<file path="config.mk">
export PLATFORM = sky130hd
export DESIGN_NAME = pts_timer
export DESIGN_NICKNAME = d
export VERILOG_FILES = /design/src/rtl/pts_pkg.sv /design/src/rtl/pts_scl_if.sv /design/src/rtl/pts_scaler.sv /design/src/rtl/pts_timer.sv
export SDC_FILE = /design/constraint.sdc
export NUM_CORES = 1
export LEC_CHECK = 0
export ABC_AREA = 0
export CAP_MARGIN = 10
export CELL_PAD_IN_SITES_DETAIL_PLACEMENT = 1
export CELL_PAD_IN_SITES_GLOBAL_PLACEMENT = 1
export CORE_MARGIN = 1
export CORE_UTILIZATION = 42
export DETAILED_ROUTE_END_ITERATION = 12
export DONT_BUFFER_PORTS = 1
export GPL_TIMING_DRIVEN = 1
export PLACE_DENSITY_LB_ADDON = 0.1
export SYNTH_ARGS = -nofsm -noshare
export SYNTH_HDL_FRONTEND = slang
export SYNTH_SLANG_ARGS = --single-unit
</file>
<file path="constraint.sdc">
create_clock -name MCLK -period 2.2 [get_ports MCLK]
set_input_delay 0.22 -clock MCLK [delete_from_list [all_inputs] [get_ports MCLK]]
set_output_delay 0.22 -clock MCLK [all_outputs]
set_load 0.03 [all_outputs]
</file>
<file path="src/rtl/pts_pkg.sv">
// Constants shared by the period timer and its scalers.
// Assumes one clock, MCLK, standing in for the instruction clock.
package pts_pkg;
  // Register indices; the byte address is four times the index
  localparam int IDX_FLAGS = 'h0C;
  localparam int IDX_COUNT = 'h11;
  localparam int IDX_CTRL = 'h12;
  localparam int IDX_ENABLES = 'h8C;
  localparam int IDX_PERIOD = 'h92;
  localparam int ADDR_W = 10;
  localparam int WORD_BYTES = 4;
  localparam logic [ADDR_W-1:0] ADDR_FLAGS = ADDR_W'(IDX_FLAGS * WORD_BYTES);
  localparam logic [ADDR_W-1:0] ADDR_COUNT = ADDR_W'(IDX_COUNT * WORD_BYTES);
  localparam logic [ADDR_W-1:0] ADDR_CTRL = ADDR_W'(IDX_CTRL * WORD_BYTES);
  localparam logic [ADDR_W-1:0] ADDR_ENABLES = ADDR_W'(IDX_ENABLES * WORD_BYTES);
  localparam logic [ADDR_W-1:0] ADDR_PERIOD = ADDR_W'(IDX_PERIOD * WORD_BYTES);
  localparam logic [1:0] ADDR_LANE_ZERO = 2'h0;

  // Reset values
  localparam logic [7:0] RST_COUNT = 8'h00;
  localparam logic [7:0] RST_PERIOD = 8'hFF;
  localparam logic [6:0] RST_CTRL = 7'h00;
  localparam logic [7:0] RST_ENABLES = 8'h00;
  localparam logic RST_FLAG = 1'b0;

  // Control field positions
  localparam int CTL_PRE_LSB = 0;
  localparam int CTL_PRE_MSB = 1;
  localparam int CTL_RUN_BIT = 2;
  localparam int CTL_POST_LSB = 3;
  localparam int CTL_POST_MSB = 6;
  localparam int CTL_IMPL_MSB = 6;
  localparam int FLAG_MATCH_BIT = 1;
  localparam int EN_MATCH_BIT = 1;

  // Scaler terminal counts (ratio minus one)
  localparam int SCL_W = 4;
  localparam logic [SCL_W-1:0] PRE_LIM_DIV1 = 4'h0;
  localparam logic [SCL_W-1:0] PRE_LIM_DIV4 = 4'h3;
  localparam logic [SCL_W-1:0] PRE_LIM_DIV16 = 4'hF;
  localparam logic [1:0] PRE_SEL_DIV1 = 2'h0;
  localparam logic [1:0] PRE_SEL_DIV4 = 2'h1;

  // AXI responses
  localparam logic [1:0] RESP_OKAY = 2'h0;
  localparam logic [1:0] RESP_SLVERR = 2'h2;
endpackage

</file>
<file path="src/rtl/pts_scl_if.sv">
// Carrier between the timer core and one divide-by-N scaler.
// Assumes both ends sit on the same clock.
`timescale 1ns/100ps
interface pts_scl_if #(parameter int W = 4);
  logic clr;
  logic step;
  logic [W-1:0] limit;
  logic done;
  modport ctrl (output clr, output step, output limit, input done);
  modport scaler (input clr, input step, input limit, output done);
endinterface

</file>
<file path="src/rtl/pts_scaler.sv">
// Divide-by-N event counter used for prescaler and postscaler.
// Assumes clr and step arrive on the same clock; clr wins over step in the count, but done is not gated by clr.
`timescale 1ns/100ps
module pts_scaler #(
  parameter int W = 4
) (
  input wire logic clk,
  pts_scl_if.scaler sc
);
  logic [W-1:0] cnt_reg;

  // Count steps, wrap at the limit
  always_ff @(posedge clk) begin
    if (sc.clr) begin
      cnt_reg <= '0;
    end else if (sc.step) begin
      if (cnt_reg == sc.limit) begin
        cnt_reg <= '0;
      end else begin
        cnt_reg <= cnt_reg + 1'b1;
      end
    end
  end

  // Completion on the step taken at the limit, which wraps the count
  assign sc.done = sc.step && (cnt_reg == sc.limit);
endmodule

</file>
<file path="src/rtl/pts_timer.sv">
// Eight-bit period timer with prescaler, postscaler and AXI4-Lite
// register slave.
// Assumes MCLK is the instruction clock (oscillator divided by four)
// and that SYS_RST covers every reset cause of the device.
//
// Notes on behaviour
// RQ1: Count from zero, wrap to zero after period
// RQ2: Period resets to all ones, software accessible
// RQ3: Prescaler divides by one, four or sixteen
// RQ4: Postscaler ratio is select field plus one
// RQ5: Postscaler completion sets the match flag
// RQ6: Count/control writes and reset clear scalers
// RQ7: Control write leaves the count untouched
// RQ8: Count readable, writable, cleared by reset
// RQ9: Run bit starts and stops counting
// RQ10: Raw match pulse goes to serial port
// RQ11: Count and match feed the PWM unit
// RQ12: Control bit seven ignores writes, reads zero
// RQ13: Interrupt while flag and enable both set
// RQ14: Software clears flag by writing zero
//
// Implementation choice: the AXI4-Lite slave port.
`timescale 1ns/100ps
module pts_timer
  import pts_pkg::*;
(
  input wire logic MCLK,
  input wire logic SYS_RST,
  input wire logic [pts_pkg::ADDR_W-1:0] S_AXI_AWADDR,
  input wire logic S_AXI_AWVALID,
  output logic S_AXI_AWREADY,
  input wire logic [31:0] S_AXI_WDATA,
  input wire logic [3:0] S_AXI_WSTRB,
  input wire logic S_AXI_WVALID,
  output logic S_AXI_WREADY,
  output logic [1:0] S_AXI_BRESP,
  output logic S_AXI_BVALID,
  input wire logic S_AXI_BREADY,
  input wire logic [pts_pkg::ADDR_W-1:0] S_AXI_ARADDR,
  input wire logic S_AXI_ARVALID,
  output logic S_AXI_ARREADY,
  output logic [31:0] S_AXI_RDATA,
  output logic [1:0] S_AXI_RRESP,
  output logic S_AXI_RVALID,
  input wire logic S_AXI_RREADY,
  output logic IRQ,
  output logic SSP_SHIFT_TICK,
  output logic [7:0] PWM_COUNT,
  output logic PWM_MATCH
);
  import pts_pkg::*;

  // Register state
  logic [7:0] count_reg;
  logic [7:0] count_next;
  logic [7:0] period_reg;
  logic [CTL_IMPL_MSB:0] ctrl_reg;
  logic [7:0] enables_reg;
  logic flag_reg;
  logic flag_next;
  logic match_reg;

  // Bus slave state
  logic aw_held_reg;
  logic [ADDR_W-1:0] aw_addr_reg;
  logic w_held_reg;
  logic [31:0] w_data_reg;
  logic [3:0] w_strb_reg;
  logic bvalid_reg;
  logic [1:0] bresp_reg;
  logic rvalid_reg;
  logic [1:0] rresp_reg;
  logic [31:0] rdata_reg;

  // Decoded strobes
  logic wr_fire;
  logic wr_lane0;
  logic wr_mapped;
  logic wr_count;
  logic wr_ctrl;
  logic wr_period;
  logic wr_flags;
  logic wr_enables;
  logic rd_fire;
  logic [7:0] rd_byte;
  logic rd_mapped;

  // Timer events
  logic run;
  logic tick;
  logic at_period;
  logic match;
  logic scl_clr;

  pts_scl_if #(.W(SCL_W)) pre_if ();
  pts_scl_if #(.W(SCL_W)) post_if ();

  pts_scaler #(.W(SCL_W)) u_prescaler (
    .clk(MCLK),
    .sc(pre_if.scaler)
  );

  pts_scaler #(.W(SCL_W)) u_postscaler (
    .clk(MCLK),
    .sc(post_if.scaler)
  );

  // Write channel handshakes
  assign S_AXI_AWREADY = !aw_held_reg;
  assign S_AXI_WREADY = !w_held_reg;
  assign S_AXI_BVALID = bvalid_reg;
  assign S_AXI_BRESP = bresp_reg;
  assign wr_fire = aw_held_reg && w_held_reg && !bvalid_reg;
  assign wr_lane0 = w_strb_reg[0];

  // Write address decode
  always_comb begin
    wr_count = 1'b0;
    wr_ctrl = 1'b0;
    wr_period = 1'b0;
    wr_flags = 1'b0;
    wr_enables = 1'b0;
    wr_mapped = 1'b1;
    unique case (aw_addr_reg)
      ADDR_COUNT: wr_count = wr_fire && wr_lane0;
      ADDR_CTRL: wr_ctrl = wr_fire && wr_lane0;
      ADDR_PERIOD: wr_period = wr_fire && wr_lane0;
      ADDR_FLAGS: wr_flags = wr_fire && wr_lane0;
      ADDR_ENABLES: wr_enables = wr_fire && wr_lane0;
      default: wr_mapped = 1'b0;
    endcase
  end

  // Capture write address
  always_ff @(posedge MCLK) begin
    if (SYS_RST) begin
      aw_held_reg <= 1'b0;
      aw_addr_reg <= '0;
    end else if (S_AXI_AWVALID && !aw_held_reg) begin
      aw_held_reg <= 1'b1;
      aw_addr_reg <= S_AXI_AWADDR;
    end else if (wr_fire) begin
      aw_held_reg <= 1'b0;
    end
  end

  // Capture write data
  always_ff @(posedge MCLK) begin
    if (SYS_RST) begin
      w_held_reg <= 1'b0;
      w_data_reg <= '0;
      w_strb_reg <= '0;
    end else if (S_AXI_WVALID && !w_held_reg) begin
      w_held_reg <= 1'b1;
      w_data_reg <= S_AXI_WDATA;
      w_strb_reg <= S_AXI_WSTRB;
    end else if (wr_fire) begin
      w_held_reg <= 1'b0;
    end
  end

  // Write response
  always_ff @(posedge MCLK) begin
    if (SYS_RST) begin
      bvalid_reg <= 1'b0;
      bresp_reg <= RESP_OKAY;
    end else if (wr_fire) begin
      bvalid_reg <= 1'b1;
      bresp_reg <= wr_mapped ? RESP_OKAY : RESP_SLVERR;
    end else if (S_AXI_BREADY) begin
      bvalid_reg <= 1'b0;
    end
  end

  // Read channel
  assign S_AXI_ARREADY = !rvalid_reg;
  assign S_AXI_RVALID = rvalid_reg;
  assign S_AXI_RRESP = rresp_reg;
  assign S_AXI_RDATA = rdata_reg;
  assign rd_fire = S_AXI_ARVALID && !rvalid_reg;

  // Read mux, upper bits zero
  always_comb begin
    rd_byte = 8'h00;
    rd_mapped = 1'b1;
    unique case (S_AXI_ARADDR)
      ADDR_COUNT: rd_byte = count_reg; // [RQ8]
      ADDR_CTRL: rd_byte = {1'b0, ctrl_reg}; // [RQ12]
      ADDR_PERIOD: rd_byte = period_reg; // [RQ2]
      ADDR_FLAGS: rd_byte[FLAG_MATCH_BIT] = flag_reg;
      ADDR_ENABLES: rd_byte = enables_reg;
      default: rd_mapped = 1'b0;
    endcase
  end

  // Read data and response
  always_ff @(posedge MCLK) begin
    if (SYS_RST) begin
      rvalid_reg <= 1'b0;
      rresp_reg <= RESP_OKAY;
      rdata_reg <= '0;
    end else if (rd_fire) begin
      rvalid_reg <= 1'b1;
      rresp_reg <= rd_mapped ? RESP_OKAY : RESP_SLVERR;
      rdata_reg <= {24'h000000, rd_byte};
    end else if (S_AXI_RREADY) begin
      rvalid_reg <= 1'b0;
    end
  end

  // Prescaler drive
  assign run = ctrl_reg[CTL_RUN_BIT]; // [RQ9]
  assign scl_clr = SYS_RST || wr_count || wr_ctrl; // [RQ6]
  assign pre_if.clr = scl_clr;
  assign pre_if.step = run; // [RQ9]
  always_comb begin
    unique case (ctrl_reg[CTL_PRE_MSB:CTL_PRE_LSB])
      PRE_SEL_DIV1: pre_if.limit = PRE_LIM_DIV1; // [RQ3]
      PRE_SEL_DIV4: pre_if.limit = PRE_LIM_DIV4; // [RQ3]
      default: pre_if.limit = PRE_LIM_DIV16; // [RQ3]
    endcase
  end
  assign tick = pre_if.done && !scl_clr;

  // Period match
  assign at_period = (count_reg == period_reg);
  assign match = tick && at_period; // [RQ1]

  // Postscaler drive
  assign post_if.clr = scl_clr;
  assign post_if.step = match;
  assign post_if.limit = ctrl_reg[CTL_POST_MSB:CTL_POST_LSB]; // [RQ4]

  // Next count, software write wins over tick
  always_comb begin
    count_next = count_reg;
    if (wr_count) begin
      count_next = w_data_reg[7:0]; // [RQ8]
    end else if (match) begin
      count_next = RST_COUNT; // [RQ1]
    end else if (tick) begin
      count_next = count_reg + 8'h01; // [RQ1]
    end
  end

  // Count register
  always_ff @(posedge MCLK) begin
    if (SYS_RST) begin
      count_reg <= RST_COUNT; // [RQ8]
    end else begin
      count_reg <= count_next; // [RQ7]
    end
  end

  // Period register
  always_ff @(posedge MCLK) begin
    if (SYS_RST) begin
      period_reg <= RST_PERIOD; // [RQ2]
    end else if (wr_period) begin
      period_reg <= w_data_reg[7:0]; // [RQ2]
    end
  end

  // Control register, top bit not stored
  always_ff @(posedge MCLK) begin
    if (SYS_RST) begin
      ctrl_reg <= RST_CTRL;
    end else if (wr_ctrl) begin
      ctrl_reg <= w_data_reg[CTL_IMPL_MSB:0]; // [RQ12]
    end
  end

  // Interrupt enables
  always_ff @(posedge MCLK) begin
    if (SYS_RST) begin
      enables_reg <= RST_ENABLES;
    end else if (wr_enables) begin
      enables_reg <= w_data_reg[7:0];
    end
  end

  // Match flag, hardware set beats software clear
  always_comb begin
    flag_next = flag_reg;
    if (post_if.done) begin
      flag_next = 1'b1; // [RQ5]
    end else if (wr_flags) begin
      flag_next = w_data_reg[FLAG_MATCH_BIT]; // [RQ14]
    end
  end

  always_ff @(posedge MCLK) begin
    if (SYS_RST) begin
      flag_reg <= RST_FLAG;
    end else begin
      flag_reg <= flag_next;
    end
  end

  // Registered match pulse for peers
  always_ff @(posedge MCLK) begin
    if (SYS_RST) begin
      match_reg <= 1'b0;
    end else begin
      match_reg <= match; // [RQ10]
    end
  end

  // Outputs to serial port, PWM and interrupt line
  assign SSP_SHIFT_TICK = match_reg; // [RQ10]
  assign PWM_MATCH = match_reg; // [RQ11]
  assign PWM_COUNT = count_reg; // [RQ11]
  assign IRQ = flag_reg && enables_reg[EN_MATCH_BIT]; // [RQ13]
endmodule

</file>
==> out/metrics.yaml <==
drt-pass1-iter-count: 8
area_growth_pct: 11.57
p_comb_share_pct: 9.3
grt_util_all_layers_pct: 23.33
grt_max_degree: 55
initial_core_util_pct: 43.95
p_sw_share_pct: 29.51
synth.largest_area_cell: "dfxtp_1"
power_per_cell_area_nw_per_um2: 613.7
numCtsBuffers: 9
finalCriticalPeriod_ns: 2.069
crit_required_ns: 2.43
peakVddDrop_uv: 369.3
rsz0062_at_grt: "no"
fin_crit_sh_pct: 94.05
die-area_um2: 9602
layout_commonest_cell: "nand2_1"
critPathArrivalTime_ns: 2.30
core-area_um2: 8806
grt_antenna_before_repair: 0
fmax_mhz: 483.3
crit_chain: "or3_4, or4_4, o211a_4, a32oi_1, a21oi_1"
path_class: "flip-flop to flip-flop"
fp-row-count: 34
path_clk_slew_ns: 0.09
cp-startpoint: "aw_addr_reg[0]"
htree_num_levels: 3
finalSetupViolCount: 0
fp.dieW_um: 97.99
grt_pass1_wl_um: 17330
grt_pass1_vias: 3286
finalNetCount: 544
final_cell_mix: "75 x nand2_1, 74 x dfxtp_1, 42 x a21oi_1"
slew_headroom_pct: 55.97
synth_seq_area_share_pct: 38.28
io_buffers: 0
synthFlopType: "dfxtp_1"
critPathCaptureType: "flip-flop"
path_max_fanout: 15
post-place-ws_ns: 0.1553
drv_slew: 0
synthCells: 446
die_h_um: 97.99
finalWirelength_um: 10770
critPathSlowestCell: "or4_4"
internal-power_uw: 1868
cts_buffer_depth: 2
root_buffer: "clkbuf_8"
r2r-start: "aw_addr_reg[0]"
worstMarginPinSlew_ns: 0.6590
ys_warn_count: 0
ant_nets: 0
hold_depth: 2
vias_per_cell: 5.673
grt_overflow: 0
status: "finished with violations"
finalSetupTns_ns: 0
clkPwrFrac_pct: 37.2
drive_above_1_share_pct: 13.46
drc: 8
r2r_slack_ns: 0.13
synth-seq-cells: 74
p_sw_uw: 781.8
syn-mean-instance-area_um2: 8.677
place_congestion: 0.8783
clk_latency_ns: 0.35
leakage_uw: 0.001573
synth.distinct_cells: 63
synth-edff-count: 0
wl_per_cell_um: 18.21
min_path_type: "input port to flip-flop"
synth_top_area_share_pct: 38.28
startpoint_type: "flip-flop"
vias: 3353
synth_area_leaders: "dfxtp_1 38%, nand2_1 7.3%, a21oi_1 5.4%"
n_antenna_cell: 0
max_cap_violations: 0
async_reset_ff_share_pct: 0
r2r-end: "PWM_COUNT[3]"
syn-cell-area_um2: 3870
dp_hpwl_um: 7683
postCtsSetupBuffers: 0
violations: "design-rule violations"
ios: 115
p_seq_share_pct: 53.5
hold_path_startpoint: "S_AXI_AWADDR[3]"
drt_iter0_drc: 98
layout_setup_ws_ns: 0.1308
holdPathEnd: "aw_addr_reg[3]"
slowest_delay_ns: 0.59
finClkSkew_ns: 0.01330
cts_sinks: 74
cts_tree: "built"
reg2reg_depth: 5
largest_reg_flops: 10
hold_violations: 0
## critical path: cells and delay by family (launching register included)
kind	cells	cell delay (ns)
simple gates	2	0.98
compound gates	3	0.63
flops	1	0.33
## cell usage after synthesis, types with 4 or more instances
master	n
clkbuf_1	12
mux2_2	6
buf_4	27
dfxtp_1	74
xor2_1	15
a31oi_1	6
o21ai_0	7
nor2b_1	7
o31ai_1	4
mux2i_1	18
nand2_1	75
a21oi_1	42
nor3_1	7
a222oi_1	5
a2bb2oi_1	5
a32oi_1	9
buf_6	6
inv_1	8
nand4_1	5
nor2_1	30
nand3_1	20
## worst max-delay path by stage
stage	end	slack [ns]	depth (start not counted)
after floorplan	u_postscaler.cnt_reg[3]	0.05	6
after global placement	PWM_COUNT[6]	0.18	5
after detailed placement	u_postscaler.cnt_reg[2]	0.16	5
after CTS	PWM_COUNT[3]	0.12	5
after global routing	PWM_COUNT[2]	0.004	6
final	PWM_COUNT[3]	0.13	5
## per-layer routing
| metal | share of wire (%) | up-vias | track usage (%) |
|---|---|---|---|
| li1 | - | 1609 | - |
| met1 | 48 | 1642 | 31.56 |
| met2 | 47 | 96 | 38.41 |
| met3 | 4.1 | 6 | 4.510 |
| met4 | 0.72 | 0 | 5.361 |
| met5 | 0 | - | 0 |
## power groups by stage
| stage | registers, µW | clock network [µW] | logic [µW] |
|---|---|---|---|
| 3_3_place_gp | 1450 | 0 | 198 |
| 5_1_grt | 1420 | 1070 | 270 |
| 4_1_cts | 1420 | 1010 | 245 |
| 3_5_place_dp | 1450 | 0 | 201 |
| 6_report | 1420 | 985 | 247 |
| 2_1_floorplan | 1430 | 0 | 228 |
## per-stage QoR
step	cell area, µm²	hold slack [ns]	utilization (%)	power, µW	std cells
6_report	4318	0.01603	49.03	2650	591
3_3_place_gp	3951	0.2986	44.87	1646	557
3_5_place_dp	3951	0.3000	44.87	1651	557
5_1_grt	4318	0.0004317	49.03	2765	591
2_1_floorplan	3965	0.3175	-	1662	471
4_1_cts	4318	0.0001432	49.03	2676	591
## logic make-up after synthesis
| family | share of synthesized area (%) |
|---|---|
| multiplexers | 6.401 |
| buffers and inverters | 9.828 |
| AO/OA/AOI/OAI | 16.29 |
| flip-flops | 38.28 |
| XOR/XNOR | 3.621 |
| adder cells (fa/ha/maj) | 0.9700 |
| AND/OR/NAND/NOR | 24.51 |
| other | 0.09690 |
## repair_timing
action / in CTS / in global routing
hold buffers: 18 / 0
gates resized for setup: 0 / 0
endpoints found under the hold margin: 54 / 0
## area by class of cell
cell class,count,area [µm²]
clock buffer,10,127.6
clock inverter,6,48.80
fill,1063,4488
inverter,8,30.03
multi-input combinational,340,2102
sequential,74,1481
tap,108,135.1
timing repair buffer,45,392.9
No activity file was read; power rests on OpenSTA's default activity.
